<file path="src/rtl/toner_map.svh">
`ifndef TONER_MAP_SVH
`define TONER_MAP_SVH
// Register word offsets on the 4-bit address port
`define A_CTRL 4'h0
`define A_STEP 4'h1
`define A_LONG 4'h2
`define A_TARGET 4'h3
`define A_TLIM 4'h4
`define A_STATUS 4'h5
`define A_STDREF 4'h6
`define A_ADAREF 4'h7
`define A_ISTAT 4'h8
`define A_IMASK 4'h9
`define A_INIT 4'hA
// Control field positions
`define CTRL_MODE_LSB 0
`define CTRL_FCODE_LSB 2
// Status field positions
`define ST_MOTOR 3
`define ST_SC 4
`define ST_TD 5
`define ST_ID 6
`define ST_AOK 7
`define ST_INIT 8
// Event bits of the sticky status
`define EV_SUPPLY 0
`define EV_TD 1
`define EV_ID 2
`define EV_SC 3
`define EV_INIT 4
// Reset values
`define RST_STEP_MS 16'h0190
`define RST_LONG_S 8'h1E
`define RST_TARGET 13'h0960
`define RST_TLIM 8'h1E
`define RST_ADJ 8'h80
// Voltages in millivolts
`define V_FORCED 13'h09C4
`define V_TD_HI 13'h1194
`define V_TD_LO 13'h00C8
`define V_SG_MIN 13'h09C4
`define V_SG_FULL 13'h0DAC
`define V_SP_MAX 13'h09C4
`define V_DIFF_MIN 13'h03E8
`define V_FULL 13'h1FFF
// Sensitivity S and its fractions, millivolts
`define SENS_S 13'h0190
`define S_16 13'h0019
`define S_8 13'h0032
`define S_4 13'h0064
`define S_2 13'h00C8
`define S_45 13'h0140
`define S_NEAR 13'h0064
`define ADAPT_STEP 15'h0019
// Timing
`define CLK_NS 32'h32
`define MS_NS 32'hF4240
`define T_FIX_MS 20'h000C8
`define MS_PER_S 20'h003E8
`define ON_MS 12'h3E8
`define CYCLE_MS 12'hBB8
`define ERR_LIMIT 4'hA
`endif

</file>
<file path="src/rtl/toner_pkg.sv">
package toner_pkg;
  typedef enum logic [1:0] {
    M_SENS1 = 2'b00,
    M_SENS2 = 2'b01,
    M_FIX1 = 2'b10,
    M_FIX2 = 2'b11
  } mode_t;
  typedef enum logic {
    F_RUN = 1'b0,
    F_INIT = 1'b1
  } fsm_t;
  typedef struct packed {
    mode_t mode;
    logic [2:0] fcode;
    logic [15:0] step_ms;
    logic [7:0] long_s;
    logic [12:0] target;
    logic [7:0] tlim;
    logic [12:0] std_ref;
    logic [12:0] ada_ref;
    logic ada_ok;
    logic id_bad;
    logic td_bad;
    logic [3:0] err_cnt;
    logic sc;
    logic [2:0] level;
    logic [19:0] run_ms;
    logic cont;
    logic [19:0] long_ms;
    logic [11:0] phase;
    logic [14:0] div;
    logic ms_tick;
    logic motor;
    logic [7:0] adj;
    fsm_t fsm;
    logic [4:0] stat;
    logic [4:0] mask;
    logic irq;
    logic [15:0] rd;
  } st_t;
endpackage : toner_pkg
</file>
<file path="src/rtl/toner_density_supply_control.sv">
// Summary of operation
// - Four supply modes by code: sensor one (default), sensor two, fixed one, fixed two.
// - Sensor one supplies when reading exceeds active reference; adaptive reference kept.
// - Standard reference after new photoconductor unit until adaptive one is produced.
// - Sensor two behaves like sensor one but always uses standard reference.
// - Fixed two supplies every page for fixed on-time, no decision, no end level.
// - Initial setting trims sensor until reading equals target, stores standard reference.
// - One density sample per copy, compared with the active reference.
// - Reflectance readings accepted only in power-on or cool low-power warm-up.
// - Adaptive reference from reflectance ratio and reference minus reading.
// - Fixed on-time code: t,2t,4t,8t,12t,16t,continuous,none; t is 200 ms.
// - Sensor modes: excess up to S/16..4S/5 gives levels one to five, one to 16 base steps.
// - Excess above 4S/5 and below S is level six, at S level seven; long supply.
// - Base step default 0.4 s, long period default 30 s, both settable.
// - Long supply runs one second on, two off, until period ends.
// - Image-density readings abnormal on five voltage conditions.
// - Image-density fault forces adaptive reference to 2.5 V, no service error.
// - Density sensor fault gives fixed 200 ms supply per page.
// - Ten consecutive density sensor faults latch the service call error.
//
// Local design decisions: the address-and-strobe port and the register addresses.
`include "toner_map.svh"

module toner_density_supply_control
  import toner_pkg::*;
#(
  parameter int CYC_PER_MS = `MS_NS / `CLK_NS
) (
  input wire logic clk,
  input wire logic nrst,
  input wire logic [3:0] addr,
  input wire logic [15:0] wr_data,
  input wire logic wr_en,
  input wire logic rd_en,
  output logic [15:0] rd_data,
  input wire logic copy_start,
  input wire logic [12:0] density_reading,
  input wire logic init_sample,
  input wire logic id_sample,
  input wire logic [12:0] surface_reading,
  input wire logic [12:0] pattern_reading,
  input wire logic max_emitter_drive,
  input wire logic power_on_warmup,
  input wire logic lowpower_warmup,
  input wire logic [7:0] fusing_temp,
  input wire logic new_photoconductor_unit,
  output logic motor_on,
  output logic [7:0] sensor_adjust,
  output logic [2:0] supply_level,
  output logic service_call_error,
  output logic irq
);

  st_t st_q;
  st_t st_d;
  logic cp_c;
  logic tdf_c;
  logic idok_c;
  logic idbad_c;
  logic gt_c;
  logic [12:0] ref_c;
  logic [12:0] ex_c;

  // Multiplier of the base time for an on-time code
  function automatic logic [4:0] mult_of(input logic [2:0] c);
    case (c)
      3'h0: mult_of = 5'h01;
      3'h1: mult_of = 5'h02;
      3'h2: mult_of = 5'h04;
      3'h3: mult_of = 5'h08;
      3'h4: mult_of = 5'h0C;
      3'h5: mult_of = 5'h10;
      default: mult_of = 5'h00;
    endcase
  endfunction : mult_of

  // Supply level from the excess of reading over reference
  function automatic logic [2:0] lvl_of(input logic [12:0] e);
    if (e >= `SENS_S) begin
      lvl_of = 3'h7;
    end else if (e <= `S_16) begin
      lvl_of = 3'h1;
    end else if (e <= `S_8) begin
      lvl_of = 3'h2;
    end else if (e <= `S_4) begin
      lvl_of = 3'h3;
    end else if (e <= `S_2) begin
      lvl_of = 3'h4;
    end else if (e <= `S_45) begin
      lvl_of = 3'h5;
    end else if (e >= `S_NEAR) begin
      lvl_of = 3'h6;
    end else begin
      lvl_of = 3'h0;
    end
  endfunction : lvl_of

  // Decision terms shared by the next-state logic and the checks
  always_comb begin
    cp_c = copy_start && (st_q.fsm == F_RUN);
    tdf_c = (density_reading >= `V_TD_HI) || (density_reading <= `V_TD_LO);
    if (st_q.mode == M_SENS2) begin
      ref_c = st_q.std_ref;
    end else if (st_q.ada_ok || st_q.id_bad) begin
      ref_c = st_q.ada_ref;
    end else begin
      ref_c = st_q.std_ref;
    end
    gt_c = density_reading > ref_c;
    ex_c = gt_c ? (density_reading - ref_c) : 13'h0000;
    idok_c = id_sample && (power_on_warmup || (lowpower_warmup && (fusing_temp <= st_q.tlim)));
    idbad_c = (surface_reading <= `V_SG_MIN)
      || (max_emitter_drive && (surface_reading < `V_SG_FULL))
      || (pattern_reading >= `V_SP_MAX)
      || ({1'b0, surface_reading} < ({1'b0, pattern_reading} + {1'b0, `V_DIFF_MIN}))
      || tdf_c;
  end

  // Next state
  always_comb begin
    logic [4:0] ev;
    logic [4:0] clr;
    logic [12:0] cur;
    logic signed [14:0] a;
    ev = 5'h00;
    clr = 5'h00;
    cur = 13'h0000;
    a = 15'sh0000;
    st_d = st_q;
    st_d.rd = 16'h0000;
    st_d.ms_tick = 1'b0;

    // Millisecond enable divider
    if (st_q.div == 15'(CYC_PER_MS - 1)) begin
      st_d.div = 15'h0000;
      st_d.ms_tick = 1'b1;
    end else begin
      st_d.div = st_q.div + 15'h0001;
    end

    // Supply timers
    if (st_q.ms_tick) begin
      if (st_q.run_ms != 20'h00000) begin
        st_d.run_ms = st_q.run_ms - 20'h00001;
      end
      if (st_q.long_ms != 20'h00000) begin
        st_d.long_ms = st_q.long_ms - 20'h00001;
        if (st_q.phase == `CYCLE_MS - 12'h001) begin
          st_d.phase = 12'h000;
        end else begin
          st_d.phase = st_q.phase + 12'h001;
        end
      end
    end

    // Register writes
    if (wr_en) begin
      case (addr)
        `A_CTRL: begin
          st_d.mode = mode_t'(wr_data[`CTRL_MODE_LSB +: 2]);
          st_d.fcode = wr_data[`CTRL_FCODE_LSB +: 3];
        end
        `A_STEP: st_d.step_ms = wr_data;
        `A_LONG: st_d.long_s = wr_data[7:0];
        `A_TARGET: st_d.target = wr_data[12:0];
        `A_TLIM: st_d.tlim = wr_data[7:0];
        `A_ISTAT: clr = wr_data[4:0];
        `A_IMASK: st_d.mask = wr_data[4:0];
        `A_INIT: begin
          if (wr_data[0]) begin
            st_d.fsm = F_INIT;
          end
        end
        default: begin
        end
      endcase
    end

    // Register reads, data stands one cycle
    if (rd_en) begin
      case (addr)
        `A_CTRL: st_d.rd = {11'h000, st_q.fcode, st_q.mode};
        `A_STEP: st_d.rd = st_q.step_ms;
        `A_LONG: st_d.rd = {8'h00, st_q.long_s};
        `A_TARGET: st_d.rd = {3'h0, st_q.target};
        `A_TLIM: st_d.rd = {8'h00, st_q.tlim};
        `A_STATUS: st_d.rd = {7'h00, st_q.fsm == F_INIT, st_q.ada_ok, st_q.id_bad,
          st_q.td_bad, st_q.sc, st_q.motor, st_q.level};
        `A_STDREF: st_d.rd = {3'h0, st_q.std_ref};
        `A_ADAREF: st_d.rd = {3'h0, st_q.ada_ref};
        `A_ISTAT: st_d.rd = {11'h000, st_q.stat};
        `A_IMASK: st_d.rd = {11'h000, st_q.mask};
        default: st_d.rd = 16'h0000;
      endcase
    end

    // Sensor initial setting
    case (st_q.fsm)
      F_RUN: begin
      end
      F_INIT: begin
        if (init_sample) begin
          if (density_reading < st_q.target) begin
            st_d.adj = (st_q.adj == 8'hFF) ? st_q.adj : st_q.adj + 8'h01;
          end else if (density_reading > st_q.target) begin
            st_d.adj = (st_q.adj == 8'h00) ? st_q.adj : st_q.adj - 8'h01;
          end else begin
            st_d.std_ref = density_reading;
            st_d.fsm = F_RUN;
            ev[`EV_INIT] = 1'b1;
          end
        end
      end
      default: st_d.fsm = F_RUN;
    endcase

    // Per-copy density decision
    if (cp_c) begin
      st_d.run_ms = 20'h00000;
      st_d.cont = 1'b0;
      st_d.level = 3'h0;
      // Restart the ms divider so a counted run lasts its full time; copies come far apart
      st_d.div = 15'h0000;
      st_d.ms_tick = 1'b0;
      if (tdf_c) begin
        st_d.td_bad = 1'b1;
        st_d.run_ms = `T_FIX_MS;
        ev[`EV_TD] = 1'b1;
        if (st_q.err_cnt != `ERR_LIMIT) begin
          st_d.err_cnt = st_q.err_cnt + 4'h1;
        end
        if (st_q.err_cnt == `ERR_LIMIT - 4'h1) begin
          st_d.sc = 1'b1;
          ev[`EV_SC] = 1'b1;
        end
      end else begin
        st_d.td_bad = 1'b0;
        st_d.err_cnt = 4'h0;
        if ((st_q.mode == M_FIX2) || ((st_q.mode == M_FIX1) && gt_c)) begin
          ev[`EV_SUPPLY] = 1'b1;
          st_d.cont = st_q.fcode == 3'h6;
          st_d.run_ms = 20'(mult_of(st_q.fcode)) * `T_FIX_MS;
        end else if (gt_c && (st_q.mode != M_FIX1)) begin
          ev[`EV_SUPPLY] = 1'b1;
          st_d.level = lvl_of(ex_c);
          if (lvl_of(ex_c) >= 3'h6) begin
            if (st_d.long_ms == 20'h00000) begin
              st_d.long_ms = 20'(st_q.long_s) * `MS_PER_S;
              st_d.phase = 12'h000;
            end
          end else if (lvl_of(ex_c) == 3'h5) begin
            st_d.run_ms = 20'(mult_of(3'h5)) * 20'(st_q.step_ms);
          end else begin
            st_d.run_ms = 20'(mult_of(lvl_of(ex_c) - 3'h1)) * 20'(st_q.step_ms);
          end
        end
      end
    end

    // Reflectance readings and adaptive reference
    if (idok_c) begin
      if (idbad_c) begin
        st_d.ada_ref = `V_FORCED;
        st_d.id_bad = 1'b1;
        ev[`EV_ID] = 1'b1;
      end else begin
        cur = st_q.ada_ok ? st_q.ada_ref : st_q.std_ref;
        a = $signed({2'b00, cur})
          + (($signed({2'b00, cur}) - $signed({2'b00, density_reading})) >>> 1);
        if ({2'b00, pattern_reading, 3'h0} < {5'h00, surface_reading}) begin
          a = a + $signed(`ADAPT_STEP);
        end else begin
          a = a - $signed(`ADAPT_STEP);
        end
        if (a < 15'sh0000) begin
          st_d.ada_ref = 13'h0000;
        end else if (a > $signed({2'b00, `V_FULL})) begin
          st_d.ada_ref = `V_FULL;
        end else begin
          st_d.ada_ref = a[12:0];
        end
        st_d.ada_ok = 1'b1;
        st_d.id_bad = 1'b0;
      end
    end
    if (new_photoconductor_unit) begin
      st_d.ada_ok = 1'b0;
      st_d.id_bad = 1'b0;
    end

    // Motor drive: counted run, continuous, or one-third duty long period
    st_d.motor = st_d.cont || (st_d.run_ms != 20'h00000)
      || ((st_d.long_ms != 20'h00000) && (st_d.phase < `ON_MS));

    // Sticky status, a new event wins over its clear
    st_d.stat = (st_q.stat & ~clr) | ev;
    st_d.irq = |(st_d.stat & st_d.mask);
  end

  // State register
  always_ff @(posedge clk or negedge nrst) begin
    if (!nrst) begin
      st_q <= '{mode: M_SENS1, fcode: 3'h0, step_ms: `RST_STEP_MS, long_s: `RST_LONG_S,
        target: `RST_TARGET, tlim: `RST_TLIM, std_ref: `RST_TARGET, ada_ref: `V_FORCED,
        adj: `RST_ADJ, fsm: F_RUN, default: '0};
    end else begin
      st_q <= st_d;
    end
  end

  // Outputs straight from the state register
  assign rd_data = st_q.rd;
  assign motor_on = st_q.motor;
  assign sensor_adjust = st_q.adj;
  assign supply_level = st_q.level;
  assign service_call_error = st_q.sc;
  assign irq = st_q.irq;

  // Checks
  a_sc_tenth: assert property (@(posedge clk) disable iff (!nrst)
    cp_c && tdf_c && (st_q.err_cnt == 4'h9) |=> service_call_error)
    else $error("service error not raised on tenth fault");
  a_sc_latched: assert property (@(posedge clk) disable iff (!nrst)
    service_call_error |=> service_call_error [*8])
    else $error("service error dropped");
  a_td_fallback: assert property (@(posedge clk) disable iff (!nrst)
    cp_c && tdf_c |=> (st_q.run_ms == 20'h000C8) && (supply_level == 3'h0))
    else $error("density fault on-time wrong");
  a_id_force: assert property (@(posedge clk) disable iff (!nrst)
    idok_c && idbad_c && !new_photoconductor_unit && !(cp_c && tdf_c)
    |=> (st_q.ada_ref == 13'h09C4) && $stable(service_call_error) && st_q.id_bad)
    else $error("adaptive reference not forced");
  a_id_window: assert property (@(posedge clk) disable iff (!nrst)
    id_sample && !power_on_warmup && !lowpower_warmup |=> $stable(st_q.ada_ref))
    else $error("reflectance taken outside warm-up");
  a_sens2_ref: assert property (@(posedge clk) disable iff (!nrst)
    (st_q.mode == M_SENS2) |-> (ref_c == st_q.std_ref))
    else $error("sensor two used adaptive reference");
  a_level_seven: assert property (@(posedge clk) disable iff (!nrst)
    cp_c && !tdf_c && (st_q.mode != M_FIX1) && (st_q.mode != M_FIX2) && (ex_c >= 13'h0190)
    |=> (supply_level == 3'h7) && (st_q.long_ms != 20'h00000))
    else $error("level seven not taken");
  a_no_supply: assert property (@(posedge clk) disable iff (!nrst)
    cp_c && !tdf_c && (st_q.mode != M_FIX2) && !gt_c && (st_q.long_ms == 20'h00000)
    |=> !motor_on)
    else $error("supply without excess");
  a_long_duty: assert property (@(posedge clk) disable iff (!nrst)
    (st_q.long_ms != 20'h00000) && (st_q.phase >= 12'h3E8) && !st_q.cont
    && (st_q.run_ms == 20'h00000) |-> !motor_on)
    else $error("motor on in off phase");
  a_level_one: assert property (@(posedge clk) disable iff (!nrst)
    cp_c && !tdf_c && (st_q.mode == M_SENS1) && gt_c && (ex_c <= 13'h0019)
    |=> (supply_level == 3'h1) && (st_q.run_ms == 20'($past(st_q.step_ms))))
    else $error("level one on-time wrong");
  a_fix_every: assert property (@(posedge clk) disable iff (!nrst)
    cp_c && !tdf_c && (st_q.mode == M_FIX2) && (st_q.fcode == 3'h0)
    |=> (st_q.run_ms == 20'h000C8) && motor_on && (supply_level == 3'h0))
    else $error("fixed two page supply wrong");
  a_cont_run: assert property (@(posedge clk) disable iff (!nrst)
    cp_c && !tdf_c && (st_q.mode == M_FIX2) && (st_q.fcode == 3'h6) |=> motor_on && st_q.cont)
    else $error("continuous code did not hold motor");
  a_none_code: assert property (@(posedge clk) disable iff (!nrst)
    cp_c && !tdf_c && (st_q.mode == M_FIX2) && (st_q.fcode == 3'h7)
    && (st_q.long_ms == 20'h00000) |=> !motor_on)
    else $error("no-supply code drove motor");
  a_init_store: assert property (@(posedge clk) disable iff (!nrst)
    (st_q.fsm == F_INIT) && init_sample && (density_reading == st_q.target)
    |=> (st_q.std_ref == $past(density_reading)) && (st_q.fsm == F_RUN))
    else $error("standard reference not stored");
  a_adj_track: assert property (@(posedge clk) disable iff (!nrst)
    (st_q.fsm == F_INIT) && init_sample && (density_reading < st_q.target) && (st_q.adj != 8'hFF)
    |=> (sensor_adjust == $past(sensor_adjust) + 8'h01))
    else $error("sensor trim did not step up");
  a_err_clear: assert property (@(posedge clk) disable iff (!nrst)
    cp_c && !tdf_c |=> (st_q.err_cnt == 4'h0) && !st_q.td_bad)
    else $error("fault count not cleared by good reading");

endmodule : toner_density_supply_control

</file>
<file path="config.mk">
export PLATFORM = sky130hd
export DESIGN_NAME = toner_density_supply_control
export DESIGN_NICKNAME = d
export VERILOG_FILES = /design/src/rtl/toner_pkg.sv /design/src/rtl/toner_density_supply_control.sv
export VERILOG_INCLUDE_DIRS = /design/src /design/src/rtl
export SDC_FILE = /design/constraint.sdc
export NUM_CORES = 1
export LEC_CHECK = 0
export BUFFER_PORTS_ARGS = -buffer_cell sky130_fd_sc_hd__buf_2
export CORE_UTILIZATION = 55
export DETAILED_ROUTE_END_ITERATION = 10
export PLACE_DENSITY = 0.79
export REMOVE_ABC_BUFFERS = 1
export SYNTH_ARGS = -nofsm -noshare
export SYNTH_HDL_FRONTEND = slang
export SYNTH_SLANG_ARGS = --single-unit
</file>
<file path="constraint.sdc">
create_clock -name clk -period 23.2 [get_ports clk]
set_clock_uncertainty 0.2 [all_clocks]
set_input_delay 4.64 -clock clk [delete_from_list [all_inputs] [get_ports clk]]
set_output_delay 4.64 -clock clk [all_outputs]
set_load 0.02 [all_outputs]
</file>
==> results.txt <==
The number of global-route vias before repair came out at 16100. Total power for the finished layout comes to 1.66 mW. The synthesized design spends more area on one cell type than any other, namely dfrtp_1. In this design, the largest share of critical-path delay is due to adder cells. The worst setup path is captured at a flop. The maximum number of pins on one net before global-route repair is 118. The type of the worst setup path is input port to flop. The maximum achievable frequency is 76.8 MHz. The number of gates resized after cts is 0. The share of the cycle needed by the critical path after routing is 56.1%. The netlist area before placement came out at 18800 sq um. The reg-to-reg critical path startpoint is st_q[116]$_DFFE_PN0P_.

Counting instances, the worst hold path has a depth of 2. The proportion of netlist area held by the largest area contributor came out at 22.4%. The sequential share of the synthesized area is 25.9%.

The layout-stage area growth over the synthesis result is 7.29%. The path depth of the worst reg2reg path came out at 35. The number of buffers inserted by port buffering is 107.

The clock drives 193 sinks. The total via count in the routed design is 16100. The total wirelength of the detailed-routed design is 50000 um.

The overall fraction of global-route tracks in use came out at 29.1%. The net count of the finished layout came out at 2487. The row count came out at 67. For the pin with the worst max-slew slack, the measured transition is 1.26 ns.

The finished layout cell area is 20100 sq um. The detail-routed net length per standard cell is 19.2 um. The number of enable-type register cells in the synthesized netlist is 0.

The max-slew violation total from the final report is 0. The post-route core utilization came out at 60.0%. The worst setup path is launched from an input port.

The initial antenna violation count is 0. The fill cell instance count of the final layout came out at 2924. The worst hold slack after final layout is 0.282 ns. In this run the critical register-to-register path is captured at motor_on$_DFF_PN0_. Setup repair after global routing left no endpoint under its margin. The share of flip-flops with an asynchronous set or reset after synthesis is 100%.

The flow ran to the end, and the final reports show no timing, DRC or antenna violations. Summed over all layers, the global routing overflow is 0. The post-CTS setup buffer count came out at 0. The largest individual stage delay along the critical path comes from the cell or4b_2. Using the TritonRoute via totals, the vias-per-cell ratio works out to 6.17.

The count of nets left with antenna violations once routing finished came out at 0. The count of routing violations after the opening detailed-route iteration came out at 1073. In this run the worst path has a maximum fanout of 24.

The die outline height is 187 um. The global placer's final weighted congestion came out at 0.977. The largest stage delay on the critical path came out at 0.60 ns. The worst hold path class is flop to flop.

By area the synthesized netlist is led by dfrtp_1, ha_1, fa_1. The logic depth of the worst setup path including buffers is 34. For this design the ratio of total power to cell area is 82.6 nW/um^2. The number of CTS-inserted buffers came out at 17. The final setup slack of the worst path is 10.18 ns. The die covers 34800 sq um.

Across the whole layout, storage elements account for 4860 sq um. TritonCTS built the clock tree. The insertion delay to the later sink of the worst-skew pair is 0.46 ns. Clock-pin slew was measured on the worst setup and hold paths at 0.08 ns.

The number of remaining DRC errors is 0. The detailed placer's ending HPWL came out at 39700 um. The diode insertion count for antenna repair came out at 0. The first global-routing pass estimated 81900 um of wire. The quantity of hold-fixing buffers added after cts is 0. The core region is 33500 sq um.

The data arrival time at the worst-slack endpoint is 13.13 ns. The first detailed-routing pass took 5 iterations. The count of cell types in the netlist came out at 90.

For this design the top-level I/O count stands at 108. The path with the worst hold slack has its endpoint at st_q[85]$_DFF_PN0_. After layout, the minimum clock period comes to 13.02 ns. CTS placed an instance of clkbuf_16 at the clock tree root. The worst setup slack before clock tree synthesis is 9.82 ns. The number of hold violations in the final report was 0. The starting utilization of the core area came out at 55.9%. By instance count, the cell type seen most on the critical path is fa_1.

The total of max-cap violations is 0. The total number of yosys warnings came out at 0. The cell count after placement is 2574. The longest clock path from root to sink contains 2 buffers. Among all flip-flop cells after synthesis, the most frequent one is dfrtp_1. In this run the cell area measured after placement is 19500 sq um. The worst hold path begins at st_q[85]$_DFF_PN0_. Headroom to the max-slew limit came out at 15.6%. The number of levels the H-tree was split into came out at 4. The count of placed standard cells in the final layout, fillers left out came out at 2606. The slack of the worst reg-to-reg path came out at 13.00 ns. The setup violation total in the final timing report is 0. The share of post-route cells with drive strength above 1 is 14.2%. The floorplan die width came out at 187 um. The number of synthesized register bits came out at 193. IR analysis of the VDD net gives a maximum drop of 0.0000738 V.

For this design the static power due to leakage is 9.47 nW. The total buffers and inverters traversed by the critical path is 6. The library cells used most frequently in the layout, excluding fill and tap cells, are ha_1, inv_1, dfrtp_1, nor2_1, nand2_1. The number of standard cells after synthesis came out at 2093. The average cell area after synthesis is 8.96 sq um. The library cell used most frequently in the layout, excluding fill and tap cells, is ha_1. Summing all multi-input logic gate instances after layout gives 12800 sq um. For the worst setup path, the data required time is 23.31 ns. Setup total negative slack on the finished layout was measured at 0 ns.
## sequential cells by signal, indices dropped and copies added (netlist names)
| signal | flops |
|---|---|
| st_q | 163 |
| motor_on | 1 |
| supply_level | 3 |
| rd_data | 16 |
| service_call_error | 1 |
| sensor_adjust | 8 |
| irq | 1 |
## layer usage
| layer | wire length [um] | part of all wire (%) | track usage [%] |
|---|---|---|---|
| met5 | 0 | 0 | 0 |
| met4 | 2330 | 4.7 | 14.8 |
| met3 | 2890 | 5.8 | 4.06 |
| met2 | 24300 | 49 | 49.6 |
| met1 | 20500 | 41 | 35.9 |
## layout make-up
class                           instances  area share [%]
Timing Repair Buffer                  117            3.08
Sequential cell                       193            24.2
Tap cell                              448            2.79
Clock inverter                         14           0.821
Clock buffer                           18            2.18
Inverter                              177            3.30
Multi-Input combinational cell       1639            63.7
## worst max-delay path by stage
stage | slack, ns | from | end
2_1_floorplan | 9.48 | density_reading[0] | motor_on$_DFF_PN0_
3_3_place_gp | 10.08 | density_reading[0] | motor_on$_DFF_PN0_
3_5_place_dp | 9.82 | density_reading[0] | motor_on$_DFF_PN0_
4_1_cts | 10.28 | density_reading[0] | motor_on$_DFF_PN0_
5_1_grt | 9.65 | density_reading[0] | motor_on$_DFF_PN0_
6_report | 10.18 | density_reading[0] | motor_on$_DFF_PN0_
## worst min-delay path, delay by kind of cell, from the launching register on
kind | cells | cell delay (ns)
DFF | 1 | 0.33
AOI/OAI and AO/OA | 1 | 0.07
and+or+nand+nor | 1 | 0.04
## synthesized netlist by cell type, types with 22 or more instances
master,instances
o21a_1,22
buf_4,28
nor4_1,24
inv_1,177
xnor2_1,72
nand4_1,29
o21ai_0,99
and2_1,63
fa_1,69
dfrtp_1,168
nor3_1,54
nand3_1,50
dfstp_2,25
nor2_1,161
mux2_2,97
nand2b_1,28
xor2_1,55
ha_1,195
nor2b_1,32
a21oi_1,102
a21o_1,35
mux2i_1,34
clkbuf_1,45
nand2_1,137
## cell families (layout without fill, tap and decap cells)
logic type / after synthesis / after routing / share of synthesized area [%]
AND/OR/NAND/NOR: 669 / 669 / 18.3
multiplexers: 132 / 132 / 7.76
AO/OA/AOI/OAI: 445 / 445 / 15.8
XOR/XNOR: 128 / 128 / 6.02
buffers and inverters: 261 / 326 / 5.81
adder cells (fa/ha/maj): 265 / 265 / 20.4
flip-flops: 193 / 193 / 25.9
## power breakdown
group | total (mW) | internal (mW) | switching, mW
registers | 0.465 | 0.389 | 0.0753
clock network | 0.299 | 0.148 | 0.150
logic | 0.900 | 0.390 | 0.510
total | 1.66 | 0.927 | 0.735
Power figures use the tool's default switching activity.
